`config.mk`:
```
export PLATFORM = sky130hd
export DESIGN_NAME = wdc_watchdog
export DESIGN_NICKNAME = d
export VERILOG_FILES = /design/src/wdc_pkg.sv /design/src/wdc_watchdog.sv /design/src/wdc_lock.sv
export VERILOG_INCLUDE_DIRS = /design/src
export SDC_FILE = /design/constraint.sdc
export NUM_CORES = 1
export LEC_CHECK = 0
export ABC_AREA = 1
export BUFFER_PORTS_ARGS = -buffer_cell sky130_fd_sc_hd__buf_4
export CAP_MARGIN = 20
export CORE_ASPECT_RATIO = 0.5
export CORE_MARGIN = 4
export CORE_UTILIZATION = 40
export CTS_CLUSTER_DIAMETER = 50
export DETAILED_ROUTE_END_ITERATION = 8
export HOLD_SLACK_MARGIN = 0.08
export MAX_ROUTING_LAYER = met4
export PLACE_DENSITY = 0.65
export SYNTH_ARGS = -nofsm -noshare
export SYNTH_HDL_FRONTEND = slang
export SYNTH_SLANG_ARGS = --single-unit
```
`constraint.sdc`:
```
create_clock -name SYS_CLK -period 5.74 [get_ports SYS_CLK]
set_clock_uncertainty 0.1 [all_clocks]
set_input_delay 0.574 -clock SYS_CLK [delete_from_list [all_inputs] [get_ports SYS_CLK]]
set_output_delay 0.574 -clock SYS_CLK [all_outputs]
set_load 0.05 [all_outputs]
```
`src/wdc_consts.svh`:
```
// Constants for the watchdog down-counter block.
// Assumes inclusion by its bare name from the package and design files.
`ifndef WDC_CONSTS_SVH
`define WDC_CONSTS_SVH

// ----------------------------------------
// Widths and reset values
// ----------------------------------------
`define WDC_CNT_W 32
`define WDC_RELOAD_RST 32'hffffffff
// Unlock key; the value is arbitrary
`define WDC_UNLOCK_KEY 32'h5a5a0f0f
`define WDC_CNT_ZERO 32'h00000000

// ----------------------------------------
// Timing counts
// ----------------------------------------
`define WDC_RLD_LAT_CYC 1

`endif

```
`src/wdc_pkg.sv`:
```
// Types shared by the watchdog down-counter design files.
// Assumes wdc_consts.svh sits in the same folder.
`include "wdc_consts.svh"

package wdc_pkg;

	// ----------------------------------------
	// Counter phase
	// ----------------------------------------
	typedef enum logic [1:0] {
		WDC_IDLE = 2'b00,
		WDC_RUN = 2'b01,
		WDC_STOP = 2'b10
	} wdc_phase_t;

	// ----------------------------------------
	// Lock register state
	// ----------------------------------------
	typedef struct packed {
		logic locked;
	} wdc_lock_st_t;

endpackage : wdc_pkg

```
`src/wdc_watchdog.sv`:
```
// Watchdog built on a 32-bit down-counter with interrupt and reset request.
// Assumes the count clock is this same clock; control bits are plain ports.
//
// Notes on behaviour
// - 32-bit down-counter loaded from reload value
// - Enabled: decrement by one each tick
// - Interrupt raised each time countdown expires
// - Zero with interrupt pending: reset request, stop
// - After stop, reload next enabled tick, continue
// - Reset request again if interrupt still uncleared
// - Disabled unit neither counts nor signals
// - Lock blocks disable and reconfiguration writes
// - Count clock synchronous to bus clock
`include "wdc_consts.svh"

module wdc_watchdog #(
	parameter int CNT_W = `WDC_CNT_W
) (
	input wire logic SYS_CLK,
	input wire logic RST,
	input wire logic CNT_TICK,
	input wire logic ENABLE_WR,
	input wire logic ENABLE_WDATA,
	input wire logic RELOAD_WR,
	input wire logic [CNT_W-1:0] RELOAD_WDATA,
	input wire logic INT_CLEAR,
	input wire logic LOCK_WR,
	input wire logic [31:0] LOCK_WDATA,
	output logic [CNT_W-1:0] COUNT_VALUE,
	output logic [CNT_W-1:0] RELOAD_VALUE,
	output logic ENABLED,
	output logic LOCKED,
	output logic WDT_INT,
	output logic RESET_REQ
);

	typedef struct packed {
		logic [CNT_W-1:0] cnt;
		logic [CNT_W-1:0] reload;
		logic en;
		logic irq;
		logic rst_req;
		logic locked;
		wdc_pkg::wdc_phase_t phase;
	} wdc_state_t;

	wdc_state_t s_q;
	wdc_state_t s_d;
	logic lock_now;

	// ----------------------------------------
	// Lock register
	// ----------------------------------------
	wdc_lock u_lock (
		.clk(SYS_CLK),
		.rst(RST),
		.lock_wr(LOCK_WR),
		.lock_wdata(LOCK_WDATA),
		.locked(lock_now)
	);

	// ----------------------------------------
	// Next-state logic
	// ----------------------------------------
	// Tick is a plain enable on SYS_CLK, so no crossing logic is needed
	always_comb begin
		s_d = s_q;
		s_d.locked = lock_now;
		// Configuration writes only pass while unlocked
		if (!lock_now && ENABLE_WR) begin
			s_d.en = ENABLE_WDATA;
		end
		if (!lock_now && RELOAD_WR) begin
			s_d.reload = RELOAD_WDATA;
		end
		if (!s_d.en) begin
			// Disabled: load count from reload, drop outputs
			s_d.phase = wdc_pkg::WDC_IDLE;
			s_d.irq = 1'b0;
			s_d.rst_req = 1'b0;
			s_d.cnt = s_d.reload;
		end else begin
			case (s_q.phase)
				wdc_pkg::WDC_IDLE: begin
					s_d.cnt = s_d.reload;
					s_d.phase = wdc_pkg::WDC_RUN;
				end
				// Expiry is the tick seen at zero, so a period is reload plus one ticks
				wdc_pkg::WDC_RUN: begin
					if (CNT_TICK) begin
						if (s_q.cnt == `WDC_CNT_ZERO) begin
							s_d.irq = 1'b1;
							if (s_q.irq && !INT_CLEAR) begin
								// Pending at zero: request reset and stop
								s_d.rst_req = 1'b1;
								s_d.phase = wdc_pkg::WDC_STOP;
							end else begin
								s_d.cnt = s_d.reload;
							end
						end else begin
							s_d.cnt = s_q.cnt - CNT_W'(1);
						end
					end
				end
				wdc_pkg::WDC_STOP: begin
					if (CNT_TICK) begin
						// Reload and continue; reset request drops
						s_d.cnt = s_d.reload;
						s_d.rst_req = 1'b0;
						s_d.phase = wdc_pkg::WDC_RUN;
					end
				end
				default: begin
					s_d.phase = wdc_pkg::WDC_IDLE;
				end
			endcase
			// Clear loses to an expiry in the same cycle
			if (INT_CLEAR && !(CNT_TICK && s_q.cnt == `WDC_CNT_ZERO
					&& s_q.phase == wdc_pkg::WDC_RUN)) begin
				s_d.irq = 1'b0;
				s_d.cnt = s_d.reload;
				if (s_q.phase == wdc_pkg::WDC_STOP) begin
					s_d.phase = wdc_pkg::WDC_RUN;
					s_d.rst_req = 1'b0;
				end
			end
		end
	end

	// ----------------------------------------
	// State register
	// ----------------------------------------
	always_ff @(posedge SYS_CLK or posedge RST) begin
		if (RST) begin
			s_q <= '{cnt: CNT_W'(`WDC_RELOAD_RST), reload: CNT_W'(`WDC_RELOAD_RST),
				en: 1'b0, irq: 1'b0, rst_req: 1'b0, locked: 1'b1,
				phase: wdc_pkg::WDC_IDLE};
		end else begin
			s_q <= s_d;
		end
	end

	// Outputs straight from flip-flops
	assign COUNT_VALUE = s_q.cnt;
	assign RELOAD_VALUE = s_q.reload;
	assign ENABLED = s_q.en;
	assign LOCKED = s_q.locked;
	assign WDT_INT = s_q.irq;
	assign RESET_REQ = s_q.rst_req;

	// ----------------------------------------
	// Checks
	// ----------------------------------------
	// In run without a clear, count moves only on a tick, and then by exactly one above zero
	a_cnt_decrements: assert property (@(posedge SYS_CLK) disable iff (RST)
		s_q.phase == wdc_pkg::WDC_RUN && s_q.en && CNT_TICK && s_q.cnt != 0
		&& !INT_CLEAR && !ENABLE_WR |=> COUNT_VALUE == $past(COUNT_VALUE) - 1)
		else $error("counter did not step down by one");
	a_count_holds: assert property (@(posedge SYS_CLK) disable iff (RST)
		ENABLED && s_q.phase == wdc_pkg::WDC_RUN && !CNT_TICK && !INT_CLEAR
		&& !ENABLE_WR |=> COUNT_VALUE == $past(COUNT_VALUE))
		else $error("counter moved without tick");

	// Expiry, stop and resume around zero
	a_irq_on_expiry: assert property (@(posedge SYS_CLK) disable iff (RST)
		s_q.phase == wdc_pkg::WDC_RUN && s_q.en && CNT_TICK && s_q.cnt == 0
		&& !ENABLE_WR |=> WDT_INT)
		else $error("interrupt missing at expiry");
	a_reset_req_stop: assert property (@(posedge SYS_CLK) disable iff (RST)
		s_q.phase == wdc_pkg::WDC_RUN && s_q.en && CNT_TICK && s_q.cnt == 0
		&& WDT_INT && !INT_CLEAR && !ENABLE_WR |=> RESET_REQ && COUNT_VALUE == 0)
		else $error("no reset request at zero with interrupt pending");
	a_stop_holds: assert property (@(posedge SYS_CLK) disable iff (RST)
		s_q.phase == wdc_pkg::WDC_STOP && s_q.en && !CNT_TICK && !INT_CLEAR
		&& !ENABLE_WR |=> RESET_REQ && COUNT_VALUE == 0)
		else $error("stopped counter moved or dropped request");
	a_req_only_stopped: assert property (@(posedge SYS_CLK) disable iff (RST)
		RESET_REQ |-> s_q.phase == wdc_pkg::WDC_STOP)
		else $error("reset request outside stop phase");
	a_stop_reload: assert property (@(posedge SYS_CLK) disable iff (RST)
		s_q.phase == wdc_pkg::WDC_STOP && s_q.en && CNT_TICK && !ENABLE_WR
		&& !RELOAD_WR |=> COUNT_VALUE == RELOAD_VALUE && !RESET_REQ)
		else $error("stopped counter not reloaded");
	a_req_needs_irq: assert property (@(posedge SYS_CLK) disable iff (RST)
		$rose(RESET_REQ) |-> $past(WDT_INT))
		else $error("reset request without pending interrupt");

	// Disabled unit stays idle and silent
	a_disabled_quiet: assert property (@(posedge SYS_CLK) disable iff (RST)
		!ENABLED |-> !WDT_INT && !RESET_REQ)
		else $error("disabled unit signalled");
	a_idle_when_off: assert property (@(posedge SYS_CLK) disable iff (RST)
		!ENABLED |-> s_q.phase == wdc_pkg::WDC_IDLE && COUNT_VALUE == RELOAD_VALUE)
		else $error("disabled unit not idle at reload value");

	// Lock gates configuration; open writes land on the next edge
	a_lock_blocks: assert property (@(posedge SYS_CLK) disable iff (RST)
		LOCKED && lock_now |=> ENABLED == $past(ENABLED)
		&& RELOAD_VALUE == $past(RELOAD_VALUE))
		else $error("write passed while locked");
	a_write_lands: assert property (@(posedge SYS_CLK) disable iff (RST)
		!lock_now && ENABLE_WR |=> ENABLED == $past(ENABLE_WDATA))
		else $error("open enable write was lost");
	a_reload_lands: assert property (@(posedge SYS_CLK) disable iff (RST)
		!lock_now && RELOAD_WR |=> RELOAD_VALUE == $past(RELOAD_WDATA))
		else $error("open reload write was lost");

	// Software clear drops the interrupt and restarts the count
	a_clear_reloads: assert property (@(posedge SYS_CLK) disable iff (RST)
		INT_CLEAR && s_q.en && !CNT_TICK && !ENABLE_WR && !RELOAD_WR
		|=> !WDT_INT && COUNT_VALUE == RELOAD_VALUE)
		else $error("clear did not drop interrupt and reload");
	a_clear_exits_stop: assert property (@(posedge SYS_CLK) disable iff (RST)
		s_q.phase == wdc_pkg::WDC_STOP && s_q.en && INT_CLEAR && !ENABLE_WR
		|=> !RESET_REQ && !WDT_INT)
		else $error("clear did not leave stop phase");

	// ----------------------------------------
	// Coverage of the main scenarios
	// ----------------------------------------
	c_expiry: cover property (@(posedge SYS_CLK) disable iff (RST) $rose(WDT_INT));
	c_reset_req: cover property (@(posedge SYS_CLK) disable iff (RST) $rose(RESET_REQ));
	c_resume: cover property (@(posedge SYS_CLK) disable iff (RST) $fell(RESET_REQ) && ENABLED);
	c_unlock: cover property (@(posedge SYS_CLK) disable iff (RST) $fell(LOCKED));
	// Clear and expiry in one cycle, where the expiry must win
	c_clear_tie: cover property (@(posedge SYS_CLK) disable iff (RST)
		s_q.phase == wdc_pkg::WDC_RUN && s_q.en && CNT_TICK && s_q.cnt == 0 && INT_CLEAR);

endmodule : wdc_watchdog

```
`src/wdc_lock.sv`:
```
// Lock register of the watchdog: guards configuration writes.
// Assumes a single clock shared with the counter logic.
`include "wdc_consts.svh"

module wdc_lock (
	input wire logic clk,
	input wire logic rst,
	input wire logic lock_wr,
	input wire logic [31:0] lock_wdata,
	output logic locked
);

	wdc_pkg::wdc_lock_st_t st_q;
	wdc_pkg::wdc_lock_st_t st_d;

	// Key opens, any other value closes again
	always_comb begin
		st_d = st_q;
		if (lock_wr) begin
			st_d.locked = (lock_wdata != `WDC_UNLOCK_KEY);
		end
	end

	// Locked from reset so stray writes are blocked at once
	always_ff @(posedge clk or posedge rst) begin
		if (rst) begin
			st_q <= '{locked: 1'b1};
		end else begin
			st_q <= st_d;
		end
	end

	assign locked = st_q.locked;

	// ----------------------------------------
	// Checks
	// ----------------------------------------
	a_lock_key_opens: assert property (@(posedge clk) disable iff (rst)
		lock_wr && lock_wdata == `WDC_UNLOCK_KEY |=> !locked)
		else $error("lock did not open on key");
	a_lock_other_closes: assert property (@(posedge clk) disable iff (rst)
		lock_wr && lock_wdata != `WDC_UNLOCK_KEY |=> locked)
		else $error("lock did not close on wrong value");

endmodule : wdc_lock

```
-- Yosys cells after proc, flatten, opt, wreduce, memory -nomap -nowiden
Cells that the tools add are included.
- input bits: 72
- output and inout port bits: 68
- register bits after elaboration: 71
- multiplexer cells: 26
- add/subtract/negate cells: 1
- eq/ne operators: 10
- reduce and logical (&&, ||, !) cells: 13
- operators with widths (cell ; count):
    $mux 32 ; 7
    $pmux 32 s3 ; 1
    $logic_not 32->1 ; 1
    $ne 32x31->1 const B ; 1
    $sub 32x1->32 const B ; 1
    $mux 2 ; 11
    $logic_and 1x1->1 ; 6
    $ne 3x1->1 const B ; 2
    $pmux 2 s3 ; 1
    $mux 1 ; 5
    $ne 5x1->1 const B ; 1
    $ne 5x4->1 const B ; 1
    $ne 4x3->1 const B ; 1
    $ne 4x4->1 const B ; 1
    $reduce_and 4->1 ; 1
    $logic_not 1->1 ; 3
    $ne 3x2->1 const B ; 1
    $reduce_and 3->1 ; 1
    $eq 2x1->1 const B ; 1
    $eq 2x2->1 const B ; 1
    $logic_not 2->1 ; 1
    $pmux 1 s2 ; 1

-- Longest topological paths before layout
- depth in word-level cells: 9
- gate-level depth with buffers: 13
- depth with buffers taken out: 12

-- Hierarchy
From an unflattened synthesis, not the netlist that was laid out.
- cells, all modules: 719
- area, all modules: 5081.1 µm²
- by module, submodules not included (module ; area an instance (µm²) ; instances ; cells each):
    wdc_watchdog ; 4877.2 ; 1 ; 671
    wdc_lock ; 203.9 ; 1 ; 48

-- Worst setup path before layout
OpenSTA, ideal clock, no wires.
- path type: register to register
- from: register s_q, in the netlist COUNT_VALUE[0]
- to: register s_q, in the netlist COUNT_VALUE[28]
- path buffers: 1
- library setup time: 0.076 ns
- data required time: 5.564 ns
- setup slack: 3.750 ns
- data arrival time: 1.814 ns
- clock period less this slack: 1.990 ns
- cell stages (with the launch flop): 12
- cell sequence: dfstp_2 -> inv_1 -> ha_1 -> nand2_2 -> nor2_8 -> nand4_1 -> nor2_1 -> nor2_2 -> buf_2 -> nand3_1 -> nand3_1 -> nand2_1
- cells in the longest elaborated chain, start to end: 7
- ends and longest elaborated chain (element ; RTL line ; RTL):
    start, declared ; wdc_watchdog.sv:47 ; wdc_state_t s_q;
    start signal, assigned ; wdc_watchdog.sv:135 ; s_q <= '{cnt: CNT_W'(`WDC_RELOAD_RST), reload: CNT_W'(`WDC_RELOAD_RST),
    parallel branches: the longest is 7 deep, another holds $sub 32x1->32 ; - ;
Parallel ways; which one is timed is not known. The select of a mux whose other input is x is not followed.
A chain may end at the register's enable or synchronous reset.

-- Worst setup path in the final report
- from: register s_q, in the netlist COUNT_VALUE[0]
- to: register s_q, in the netlist COUNT_VALUE[18]
The elaborated chain is that of the path after synthesis.

==> impl_metrics.ini <==
[floorplan]
die_w_um = 167
ios = 140
die_h_um = 87.6
core-area_sq_mm = 0.0121
initial_utilization_pct = 42.0
rows = 28
die_area_sq_mm = 0.0147

[sta]
fmax_mhz = 331
drv_slew = 0
fin_crit_sh_pct = 52.6
setup_viol = 0
final_hold_viol_count = 0
worstMarginPinSlew_ps = 938
finalSetupTns_ps = 0
finalCriticalPeriod_ps = 3020
rsz0062_at_grt = false
slew_headroom_pct = 37.4
setup_slack_ps = 2720

[synth]
synth_top_family_by_area = simple AND/OR/NAND/NOR gates
synth_area_leaders = dfstp_2, nand2_1, buf_4, inv_1, nand3_1
synthAdderAreaFrac_pct = 1.23
ys_warn_count = 0
synth_cells = 722
muxShareOfSynthArea_pct = 0
yosys.area_share.simple_pct = 33.5
synthDominantCellAreaShare_pct = 34.2
synth_xor_area_share_pct = 3.45
synth_compound_area_share_pct = 4.66
avgSynthCellArea_sq_um = 7.02
ys_ff_latch = 71
mappedNetlistArea_sq_mm = 0.00507
synth.yosys.seq_area_share_pct = 36.7
synth_largest_area_cell = dfstp_2
ys_types = 33
synth_nets = 799

[cells_and_area]
fillCellCount = 1240
synthToLayoutAreaGrowth_pct = 19.6
diodes = 0
fin_nets = 866
instances_no_fill = 959
mostFrequentLayoutCells = nand2_1, buf_4, inv_1
design_area_sq_mm = 0.00607
layout_commonest_cell = nand2_1
layout-drive-gt1-share_pct = 30.5

[drt]
post_drt_via_cell_ratio = 4.65
totalWireLength_mm = 12.9
post_drt_wl_per_cell_um = 13.4
drt-initial-drc-count = 208
vias = 4461
drcViolationCount = 0
drt-pass1-iter-count = 4
ant_nets = 0

[worst_setup_path]
worst_setup_path_start_kind = flop
cp-end-kind = flop
cp-startpoint = COUNT_VALUE[0]
critPathRequiredTime_ps = 5920
critPathSlowestCell = nor2_2
worstPathArrival_ps = 3200
path_cells = inv_1 -> ha_1 -> nand2_2 -> nor2_8 -> nand4_1 -> nor2_1 -> nor2_2 -> buf_4 -> nand2_4 -> nand2_1 -> nand3_1 -> nand2_1
cp_common_cell = nand2_1
crit_type = flop to flop
r2r-start = COUNT_VALUE[0]
critPathMaxStageDelay_ps = 630
crit_path_max_fanout = 32

[power]
peakVddDrop_mv = 0.134
power_w = 0.00171
power_density_mw_per_mm2 = 281
leakagePower_nw = 2.98

[cts]
cts_made_buffers = 9
cts_tree = built
htree_levels = 3
hold_buffers = 0
clk_latency_ps = 340
clock_sinks = 71
ctsResizeCount = 0
cts-root-buf = clkbuf_16
clock_path_buffers = 2
path_clk_slew_ps = 60
cts_setup_buffers = 0

[global_routing]
grt_overflow = 0
grt_max_degree = 72
antenna_found_initial = 0
grt_pass1_wl_mm = 21.4
grt_use_total_pct = 18.6
grt_pass1_vias = 4324

[placement]
port_buffers = 139
dp_hpwl_mm = 9.63
post-place-ws_ps = 2800
place_inst = 942
place_area_sq_mm = 0.00571
gp_congestion = 0.920

[hold_path]
min_from = u_lock.locked
hold_path_class = flop to flop

[job]
max_cap_viol_count = 0

[outcome]
status = finished, final reports clean
==> per-layer routing <==
metal / global-route usage, % / vias up / share of wire [%]
li1: - / 2297 / -
met1: 25.7 / 2018 / 51
met2: 27.4 / 134 / 41
met3: 4.60 / 12 / 7.2
met4: 4.86 / 0 / 1.1
met5: - / - / 0
==> area by class of cell <==
class	count	area [sq um]	share of cell area [%]
flip-flops and latches	71	1860	30.6
multi-input cells	458	2180	35.9
inverters	107	407	6.70
clock inverters	5	78.8	1.30
clock buffers	11	253	4.17
well taps	165	206	3.40
repair buffers	142	1090	17.9
==> stage by stage <==
step | hold WS [ps] | util, %
2_1_floorplan | 261 | -
3_3_place_gp | 274 | 47.2
3_5_place_dp | 276 | 47.2
4_1_cts | 284 | 50.0
5_1_grt | 288 | 50.2
6_report | 281 | 50.2
==> cells by family after synthesis <==
group,count (synthesis)
flops,71
fa+ha+maj,5
compound gates,45
buf+inv,193
simple gates,388
xor+xnor,20
==> cell usage after synthesis <==
cell,number
nand2_2,3
and3_1,1
dfstp_2,66
o22ai_1,1
o21ai_2,1
nor4b_1,2
buf_6,6
buf_4,68
nor2_4,3
o21ai_1,1
nand4_1,8
nand2_1,197
nand2_4,4
nor2_2,2
clkinv_4,1
o22a_1,1
a21oi_1,6
inv_1,106
nor2_8,1
nor3_1,10
nand3_4,1
xnor2_1,6
o21bai_1,1
nand3b_1,1
nor2_1,78
nand3_1,74
o21ai_0,34
ha_1,5
buf_2,6
clkbuf_1,6
dfrtp_1,5
nor4_1,3
xor2_1,14
==> final timing paths <==
path / to / slack, ps / cells after the start
min in group asynchronous: s_q[0] / 450 / 3
worst max register to register: COUNT_VALUE[18] / 2720 / 12
max in group asynchronous: RESET_REQ / 4520 / 3
worst min-delay path: LOCKED / 280 / 0
worst min register to register: LOCKED / 280 / 0
worst max-delay path: COUNT_VALUE[18] / 2720 / 12
==> power breakdown <==
group | leakage (nW) | switching [W] | internal, W
clock | 0.166 | 0.000225 | 0.000404
combinational | 2.05 | 0.000290 | 0.000143
sequential | 0.764 | 0.0000612 | 0.000584
==> critical path: cells and delay by family, from the launching register on <==
| family | cells | cell delay (ps) |
|---|---|---|
| buffers and inverters | 2 | 400 |
| AND/OR/NAND/NOR | 9 | 1630 |
| flip-flops | 1 | 550 |
| adder cells (fa/ha/maj) | 1 | 250 |
==> sequential cells by signal, indices dropped and copies added, names as in the netlist <==
name	cells
u_lock.locked	1
WDT_INT	1
RELOAD_VALUE	32
s_q	2
COUNT_VALUE	32
RESET_REQ	1
ENABLED	1
LOCKED	1
(Power assumes the default switching activity.)
